## config.mk

```make
export PLATFORM = sky130hd
export DESIGN_NAME = ddr_pwr_ctrl_flat
export DESIGN_NICKNAME = d
export VERILOG_FILES = /design/src/ddr_pwr_pkg.sv /design/src/ddr_link_if.sv /design/src/ddr_pwr_ctrl.sv /design/src/flat_wrapper.sv
export SDC_FILE = /design/constraint.sdc
export NUM_CORES = 1
export LEC_CHECK = 0
export ABC_AREA = 1
export BUFFER_PORTS_ARGS = -buffer_cell sky130_fd_sc_hd__buf_2
export CAP_MARGIN = 25
export CORE_AREA = 2 2 104 106
export CTS_CLUSTER_DIAMETER = 200
export DETAILED_ROUTE_END_ITERATION = 12
export DIE_AREA = 0 0 106 108
export GPL_TIMING_DRIVEN = 0
export PLACE_DENSITY = 0.88
export SYNTH_ARGS = -nofsm -noshare
export SYNTH_HDL_FRONTEND = slang
export SYNTH_SLANG_ARGS = --single-unit
```

## constraint.sdc

```tcl
create_clock -name clk -period 2.8 [get_ports clk]
set_clock_uncertainty 0.15 [all_clocks]
set_input_delay 0.42 -clock clk [delete_from_list [all_inputs] [get_ports clk]]
set_output_delay 0.42 -clock clk [all_outputs]
set_load 0.02 [all_outputs]
```

## src/ddr_pwr_pkg.sv

```systemverilog
// shared command codes and timing constants for the power-state link
package ddr_pwr_pkg;
  // {cs_n, ras_n, cas_n, we_n}
  localparam logic [3:0] CMD_LOAD_MODE = 4'h0;
  localparam logic [3:0] CMD_REF = 4'h1;
  localparam logic [3:0] CMD_PRE = 4'h2;
  localparam logic [3:0] CMD_ACT = 4'h3;
  localparam logic [3:0] CMD_WRITE = 4'h4;
  localparam logic [3:0] CMD_READ = 4'h5;
  localparam logic [3:0] CMD_NOP = 4'h7;
  localparam logic [3:0] CMD_DESEL = 4'h8;
  // address bit positions used by mode loads and precharge
  localparam int A_ALL_BANKS = 10;
  localparam int A_SLOW_EXIT = 12;
  localparam int A_WR_LO = 9;
  localparam int A_DLL_RESET = 8;
  localparam int A_RTT_HI = 6;
  localparam int A_RTT_LO = 2;
  localparam logic [1:0] BA_MR = 2'h0;
  localparam logic [1:0] BA_EMR = 2'h1;
  // clock and timing
  localparam int CLK_PERIOD_PS = 10000;
  localparam int T_REFI_PS = 7812500;
  localparam int REFI_CK = T_REFI_PS / CLK_PERIOD_PS;
  localparam int CKE_MIN_CK = 3;
  localparam int TXSRD_CK = 200;
  localparam int TDLLK_CK = 200;
  localparam int TXSNR_CK = 20;
  localparam int TXP_CK = 2;
  localparam int TXARD_CK = 2;
  localparam int TXARDS_CK = 6;
  localparam int TMRD_CK = 2;
  localparam int TRP_CK = 3;
  localparam int CL_CK = 3;
  localparam int AL_CK = 0;
  localparam int BL = 4;
  localparam int WL_CK = AL_CK + CL_CK - 1;
  localparam int RD_BUSY_CK = AL_CK + CL_CK + BL / 2;
  localparam int WR_BASE_CK = WL_CK + BL / 2;
  localparam logic [2:0] WR_FIELD_RST = 3'h2;
  localparam int NUM_BANKS = 4;
endpackage : ddr_pwr_pkg

```

## src/ddr_link_if.sv

```systemverilog
// command, clock-enable and termination pins between controller and memory
`timescale 1ns/10ps
interface ddr_link_if;
  logic cke;
  logic [3:0] cmd;
  logic [1:0] ba;
  logic [12:0] addr;
  logic odt;
  modport ctrl (output cke, output cmd, output ba, output addr, output odt);
  modport dev (input cke, input cmd, input ba, input addr, input odt);
endinterface : ddr_link_if

```

## src/ddr_pwr_ctrl.sv

```systemverilog
// controller end: issues commands and steers clock enable for power-down and self refresh
// Summary of operation
// - open rows decide active versus precharge power-down
// - hold each clock-enable level three edges
// - wait exit delay before non-read commands
// - fast exit uses short read delay
// - slow exit uses long read delay
// - no power-down during column burst
// - unlocked loop at entry needs reset later
// - power-down entry and every exit only with no-op
// - self refresh from idle with refresh
// - self-refresh exit: no-ops, reads after 200 unless a power-down exit reloads the read wait
// - bound power-down time by refresh interval
// - termination pin driven valid while down
// - termination never alters power transitions
// - never drive undefined enable/command pairs
// - no entry during access or mode load
// - entry allowed right after read burst
// - entry only after write burst completes
// - auto-precharge write: entry after recovery
// - recovery cycles from mode bits nine-eleven
// - entry one clock after refresh/activate/precharge
// - mode load needs idle banks; entry after delay
// - all four mode registers share spacing
// - power-down gates buffers; precharge power-down freezes loop
`timescale 1ns/10ps
module ddr_pwr_ctrl
  import ddr_pwr_pkg::*;
#(
  parameter int CKE_MIN = CKE_MIN_CK,
  parameter int TXP = TXP_CK,
  parameter int TXARD = TXARD_CK,
  parameter int TXARDS = TXARDS_CK,
  parameter int TXSNR = TXSNR_CK,
  parameter int TXSRD = TXSRD_CK,
  parameter int PD_MAX = REFI_CK
) (
  input wire logic clk,
  input wire logic rst_n,
  input wire logic cmd_valid,
  input wire logic [3:0] cmd_code,
  input wire logic [1:0] cmd_ba,
  input wire logic [12:0] cmd_addr,
  output logic cmd_ack,
  input wire logic pd_req,
  input wire logic sr_req,
  input wire logic odt_req,
  output logic pd_active,
  output logic sr_active,
  output logic dll_reset_needed,
  ddr_link_if.ctrl link
);
  if (CKE_MIN < 1 || CKE_MIN > 4 || TXSRD > 255 || TXSNR > 255 || PD_MAX < 2 || PD_MAX > 65535) begin : g_chk
    $error("ddr_pwr_ctrl: timing parameter out of range");
  end

  typedef enum logic [2:0] {
    ST_RUN = 3'h1,
    ST_PD = 3'h2,
    ST_SR = 3'h4
  } ctrl_state_type;

  typedef struct packed {
    ctrl_state_type st;
    logic cke;
    logic [3:0] cmd;
    logic [1:0] ba;
    logic [12:0] addr;
    logic odt;
    logic ack;
    logic [1:0] cke_cnt;
    logic [7:0] busy_cnt;
    logic [7:0] exit_cnt;
    logic [7:0] rd_cnt;
    logic [7:0] rp_cnt;
    logic [7:0] lock_cnt;
    logic [15:0] pd_cnt;
    logic [NUM_BANKS-1:0] open;
    logic slow_exit;
    logic [2:0] wr_field;
    logic need_dll;
    logic sr_rec;
  } ctrl_reg_type;

  localparam logic [1:0] CKE_LAST = 2'(CKE_MIN - 1);
  localparam logic [15:0] PD_LAST = 16'(PD_MAX - 1);

  ctrl_reg_type q, d;
  logic cke_ok;
  logic idle_ok;
  logic issue;
  logic [7:0] wr_busy;

  always_comb begin
    d = q;
    d.cmd = CMD_NOP;
    d.ack = 1'b0;
    issue = 1'b0;
    if (q.busy_cnt != 8'h0) d.busy_cnt = q.busy_cnt - 8'h1;
    if (q.exit_cnt != 8'h0) d.exit_cnt = q.exit_cnt - 8'h1;
    if (q.rd_cnt != 8'h0) d.rd_cnt = q.rd_cnt - 8'h1;
    if (q.rp_cnt != 8'h0) d.rp_cnt = q.rp_cnt - 8'h1;
    if (q.lock_cnt != 8'h0) d.lock_cnt = q.lock_cnt - 8'h1;
    cke_ok = (q.cke_cnt == CKE_LAST);
    // busy covers bursts, write recovery and mode-load spacing
    idle_ok = cke_ok && (q.busy_cnt == 8'h0) && (q.exit_cnt == 8'h0);
    wr_busy = 8'(WR_BASE_CK) + 8'(q.wr_field) + 8'h1;
    case (q.st)
      ST_RUN: begin
        if (q.rd_cnt == 8'h0) d.sr_rec = 1'b0;
        if (sr_req && idle_ok && q.open == '0 && q.rp_cnt == 8'h0) begin
          d.cke = 1'b0;
          d.cmd = CMD_REF;
          d.st = ST_SR;
        end else if (pd_req && idle_ok) begin
          // one clock after act/pre/ref is fine; bursts end via busy
          d.cke = 1'b0;
          d.st = ST_PD;
          d.pd_cnt = 16'h0;
          if (q.lock_cnt != 8'h0) d.need_dll = 1'b1;
        end else if (cmd_valid) begin
          case (cmd_code)
            CMD_READ: issue = (q.rd_cnt == 8'h0) && !q.need_dll && q.open[cmd_ba];
            CMD_WRITE: issue = (q.exit_cnt == 8'h0) && q.open[cmd_ba];
            CMD_ACT: issue = (q.exit_cnt == 8'h0) && !q.open[cmd_ba] && (q.rp_cnt == 8'h0);
            CMD_PRE: issue = (q.exit_cnt == 8'h0) && (q.busy_cnt == 8'h0);
            CMD_REF, CMD_LOAD_MODE: issue = (q.exit_cnt == 8'h0) && (q.open == '0) && (q.rp_cnt == 8'h0)
                                            && (q.busy_cnt == 8'h0);
            default: begin
              issue = 1'b0;
              d.ack = 1'b1;
            end
          endcase
          if (issue) begin
            d.ack = 1'b1;
            d.cmd = cmd_code;
            d.ba = cmd_ba;
            d.addr = cmd_addr;
            case (cmd_code)
              CMD_ACT: d.open[cmd_ba] = 1'b1;
              CMD_PRE: begin
                if (cmd_addr[A_ALL_BANKS]) d.open = '0;
                else d.open[cmd_ba] = 1'b0;
                d.rp_cnt = 8'(TRP_CK);
              end
              CMD_READ: begin
                d.busy_cnt = 8'(RD_BUSY_CK);
                if (cmd_addr[A_ALL_BANKS]) d.open[cmd_ba] = 1'b0;
                if (cmd_addr[A_ALL_BANKS]) d.rp_cnt = 8'(RD_BUSY_CK + TRP_CK);
              end
              CMD_WRITE: begin
                d.busy_cnt = wr_busy;
                if (cmd_addr[A_ALL_BANKS]) d.open[cmd_ba] = 1'b0;
                if (cmd_addr[A_ALL_BANKS]) d.rp_cnt = wr_busy + 8'(TRP_CK);
              end
              CMD_LOAD_MODE: begin
                d.busy_cnt = 8'(TMRD_CK);
                if (cmd_ba == BA_MR) begin
                  d.slow_exit = cmd_addr[A_SLOW_EXIT];
                  d.wr_field = cmd_addr[A_WR_LO +: 3];
                  if (cmd_addr[A_DLL_RESET]) begin
                    d.lock_cnt = 8'(TDLLK_CK);
                    d.need_dll = 1'b0;
                  end
                end
              end
              default: d.busy_cnt = q.busy_cnt;
            endcase
          end
        end
      end
      ST_PD: begin
        if (q.pd_cnt != 16'hffff) d.pd_cnt = q.pd_cnt + 16'h1;
        // a wake forced by the refresh bound cannot be refused by the user
        if ((!pd_req || q.pd_cnt >= PD_LAST) && cke_ok) begin
          d.cke = 1'b1;
          d.st = ST_RUN;
          d.exit_cnt = 8'(TXP);
          if (q.open != '0) d.rd_cnt = q.slow_exit ? 8'(TXARDS) : 8'(TXARD);
          else d.rd_cnt = 8'(TXP);
        end
      end
      ST_SR: begin
        if (!sr_req && cke_ok) begin
          d.cke = 1'b1;
          d.st = ST_RUN;
          d.exit_cnt = 8'(TXSNR);
          d.rd_cnt = 8'(TXSRD);
          d.sr_rec = 1'b1;
        end
      end
      default: begin
        d.st = ST_RUN;
        d.cke = 1'b1;
      end
    endcase
    // termination held at a clean level in power-down, off around self refresh
    d.odt = odt_req && (d.st != ST_SR) && !d.sr_rec;
    // only no-op rides on an enable change except self-refresh entry
    if (d.cke != q.cke) d.cke_cnt = 2'h0;
    else if (q.cke_cnt != CKE_LAST) d.cke_cnt = q.cke_cnt + 2'h1;
  end

  always_ff @(posedge clk or negedge rst_n) begin
    if (!rst_n) begin
      q <= '{st: ST_RUN, cke: 1'b1, cmd: CMD_NOP, ba: 2'h0, addr: 13'h0, odt: 1'b0, ack: 1'b0,
             cke_cnt: 2'h0, busy_cnt: 8'h0, exit_cnt: 8'h0, rd_cnt: 8'h0, rp_cnt: 8'h0,
             lock_cnt: 8'h0, pd_cnt: 16'h0, open: '0, slow_exit: 1'b0, wr_field: WR_FIELD_RST,
             need_dll: 1'b0, sr_rec: 1'b0};
    end else begin
      q <= d;
    end
  end

  assign link.cke = q.cke;
  assign link.cmd = q.cmd;
  assign link.ba = q.ba;
  assign link.addr = q.addr;
  assign link.odt = q.odt;
  assign cmd_ack = q.ack;
  assign pd_active = (q.st == ST_PD);
  assign sr_active = (q.st == ST_SR);
  assign dll_reset_needed = q.need_dll;
endmodule : ddr_pwr_ctrl

```

## src/flat_wrapper.sv

```systemverilog
// flat-port wrapper written by rule: the top's interface ports become plain ports
module ddr_pwr_ctrl_flat import ddr_pwr_pkg::*;
#(
  parameter int CKE_MIN = CKE_MIN_CK,
  parameter int TXP = TXP_CK,
  parameter int TXARD = TXARD_CK,
  parameter int TXARDS = TXARDS_CK,
  parameter int TXSNR = TXSNR_CK,
  parameter int TXSRD = TXSRD_CK,
  parameter int PD_MAX = REFI_CK
)
  (clk, rst_n, cmd_valid, cmd_code, cmd_ba, cmd_addr, cmd_ack, pd_req, sr_req, odt_req, pd_active, sr_active, dll_reset_needed, link_cke, link_cmd, link_ba, link_addr, link_odt);
  ddr_link_if link_i ();
  input wire logic clk;
  input wire logic rst_n;
  input wire logic cmd_valid;
  input wire logic [3:0] cmd_code;
  input wire logic [1:0] cmd_ba;
  input wire logic [12:0] cmd_addr;
  output logic cmd_ack;
  input wire logic pd_req;
  input wire logic sr_req;
  input wire logic odt_req;
  output logic pd_active;
  output logic sr_active;
  output logic dll_reset_needed;
  output wire logic [$bits(link_i.cke)-1:0] link_cke;
  output wire logic [$bits(link_i.cmd)-1:0] link_cmd;
  output wire logic [$bits(link_i.ba)-1:0] link_ba;
  output wire logic [$bits(link_i.addr)-1:0] link_addr;
  output wire logic [$bits(link_i.odt)-1:0] link_odt;
  assign link_cke = link_i.cke;
  assign link_cmd = link_i.cmd;
  assign link_ba = link_i.ba;
  assign link_addr = link_i.addr;
  assign link_odt = link_i.odt;
  ddr_pwr_ctrl #(.CKE_MIN(CKE_MIN), .TXP(TXP), .TXARD(TXARD), .TXARDS(TXARDS), .TXSNR(TXSNR), .TXSRD(TXSRD), .PD_MAX(PD_MAX)) u_core (.clk(clk), .rst_n(rst_n), .cmd_valid(cmd_valid), .cmd_code(cmd_code), .cmd_ba(cmd_ba), .cmd_addr(cmd_addr), .cmd_ack(cmd_ack), .pd_req(pd_req), .sr_req(sr_req), .odt_req(odt_req), .pd_active(pd_active), .sr_active(sr_active), .dll_reset_needed(dll_reset_needed), .link(link_i));
endmodule
```

==> flow_summary.ini <==
[outcome]
status = completed

[die]
row_count = 37
die-width_um = 106
core_sq_mm = 0.0102
ios = 50
dieHeight_um = 108
dieArea_sq_mm = 0.0114
start_util = 0.569

[finish]
final_cells = 981
seq_area_sq_mm = 0.00233
nNetsFinal = 876
areaGrowthSynthToFinish_pct = 10.9
multi_input_area_sq_mm = 0.00287
drive_above_1_share = 0.191
diodes = 0
fillCellCount = 881
final_util = 0.631
final_cell_area_sq_mm = 0.00646

[synth]
synth_top_area_frac = 0.374
synth_edf_count = 0
synthesis.nets = 814
yosysMostFrequentCell = nand2_1
ys_ff_latch = 93
synth_ff_type = dfrtp_1
syn_area_per_cell_sq_um = 7.49
synth.distinct_cells = 44
synthArstFlopShare = 1.00
yosysWarnings = 0
yosys-top-cells-count = nand2_1, inv_1, dfrtp_1, nor2_1, nand3_1
synth_area_leader_cell = dfrtp_1
ys_seq_area_frac = 0.401
synthCells = 778
syn_area_sq_mm = 0.00582
synth_area_leaders = dfrtp_1, nand2_1, inv_1, nor2_1, nand3_1

[detailed_routing]
via_count = 5205
dr.pass1.iters = 6
finalWirelength_mm = 12.5
ant_nets = 0
routed_via_density = 5.31
drc = 0
drtIter0Drc = 374
post_drt_wl_per_cell_um = 12.8

[timing]
fin_worst_hold_slack_ns = 0.0797
final-hold-violation-count = 0
rsz0062_at_grt = false
maxSlewHeadroom = 0.593
setup_viol = 0
setup_ws_ns = 0.342
setup-tns-final_ns = 0
period_share = 0.878
maxSlewViolCount = 0
max_freq_mhz = 407
worst_slew_pin_slew_ns = 0.611
period_needed_ns = 2.46

[critical_path]
path_class = register to register
critPathMaxFanout = 5
critPathArrivalTime_ns = 2.54
cp-start-kind = register
critical_path_required_ns = 2.88
cp-end-kind = register

[power_and_ir_drop]
power.internal_mw = 2.49
switching_share = 0.394
seqPwrFrac = 0.450
combPwrFrac = 0.346
power.density_mw_per_mm2 = 637
pwr-share-clk = 0.204
p_sw_mw = 1.62
p_leak_nw = 3.31
power_mw = 4.11
vdd_drop_max_mv = 0.368

[global_routing]
gr-total-overflow = 0
grt_max_degree = 48
track_usage = 0.241
grt_pass1_vias = 4908
antenna_found_initial = 0
grt_pass1_wl_mm = 22.3

[place]
gp_congestion = 0.923
place_hpwl_mm = 9.39
place_inst = 964
pre_cts_slack_ns = 0.419
placed_cell_area_sq_mm = 0.00627
io_buffer_count = 49

[clock_network]
clkTransAtPathRegs_ns = 0.10
cts_sinks = 93
cts_tree = done
cts_root_buf = clkbuf_8
clk_latency_ns = 0.38
clock_path_buffers = 2
htreeDepth = 3
cts_made_buffers = 9

[min_path]
timing.hold.worst.class = input port to register

[flow_run]
cap_viol_max_count = 0
[cell usage in the layout (no fill, tap or decap), types with 4 or more instances in the layout]
master / n
dfrtp_1: 87
xor2_1: 15
inv_2: 6
clkbuf_8: 9
o21ai_2: 9
xnor2_1: 13
nand2_1: 198
inv_6: 4
nand3_1: 52
nand4_1: 27
inv_1: 101
nor2_1: 72
nand2_2: 8
nor4_1: 6
nor3_1: 22
buf_2: 50
nor2_4: 4
o311ai_0: 4
ha_1: 11
nor2_2: 15
dfstp_2: 6
a21oi_1: 16
nand3_2: 9
buf_4: 23
o21ai_0: 34
o21ai_1: 11
[routing by layer]
metal,vias to the layer above,track usage,part of all wire
met5,-,0,0
met4,0,0.0921,0.022
met3,21,0.0350,0.053
met2,161,0.402,0.47
met1,2399,0.320,0.45
li1,2624,-,-
[path summary, 6_finish.rpt]
| check | cells after the start | from | endpoint | slack, ns |
|---|---|---|---|---|
| hold / removal | 3 | cmd_addr[2] | u_core.link.addr[2]$_DFFE_PN0P_ | 0.08 |
| setup / recovery | 12 | u_core.q[50]$_DFF_PN0_ | u_core.q[39]$_DFF_PN0_ | 0.34 |
| max in group asynchronous | 3 | rst_n | u_core.q[90]$_DFF_PN1_ | 1.37 |
| min in group asynchronous | 2 | rst_n | u_core.link.addr[5]$_DFFE_PN0P_ | 0.44 |
| hold reg to reg | 2 | u_core.link.addr[11]$_DFFE_PN0P_ | u_core.link.addr[11]$_DFFE_PN0P_ | 0.34 |
| setup reg to reg | 12 | u_core.q[50]$_DFF_PN0_ | u_core.q[39]$_DFF_PN0_ | 0.34 |
[critical path: stages, from the launching register on]
cell and delay [ns]:
dfrtp_1 0.38, inv_1 0.10, ha_1 0.17, inv_1 0.06, nor2_2 0.10, nand2_1 0.09
nor2_1 0.33, inv_1 0.12, nor2_1 0.13, nand4_1 0.14, or2_2 0.36, nand2_1 0.13
nor3_1 0.06
[power by group through the flow]
| stage | logic, mW | clock network [mW] | registers (mW) |
|---|---|---|---|
| 5_1_grt | 1.67 | 0.912 | 1.89 |
| 2_1_floorplan | 1.08 | 0 | 1.85 |
| 4_1_cts | 1.41 | 0.860 | 1.85 |
| 3_5_place_dp | 1.41 | 0 | 1.87 |
| 3_3_place_gp | 1.34 | 0 | 1.86 |
| 6_report | 1.42 | 0.841 | 1.85 |
[state kept, by name, summed over array words and instances, names as in the netlist]
register,cells
u_core.link.addr,13
u_core.link.cke,1
u_core.q,70
u_core.cmd_ack,1
u_core.link.ba,2
u_core.link.cmd,4
u_core.dll_reset_needed,1
u_core.link.odt,1
[kinds of logic after synthesis]
family / share of synthesized area
AO/OA/AOI/OAI: 0.0879
other: 0.000644
XOR/XNOR: 0.0421
buffers and inverters: 0.107
adder cells (fa/ha/maj): 0.0236
flip-flops: 0.401
AND/OR/NAND/NOR: 0.338
[area by class of cell]
type	count	area share
inverters	108	0.0628
flip-flops and latches	93	0.361
well taps	136	0.0263
clock inverters	7	0.00852
plain buffers	29	0.0335
multi-input cells	548	0.444
repair buffers	51	0.0442
clock buffers	9	0.0192
[repair_timing]
| item | 4_1_cts | 5_1_grt |
|---|---|---|
| hold endpoints to repair | 44 | 0 |
| resized for setup | 0 | 0 |
| buffers inserted | 0 | 0 |
| hold buffers | 1 | 0 |
Power figures use the tool's default switching activity.
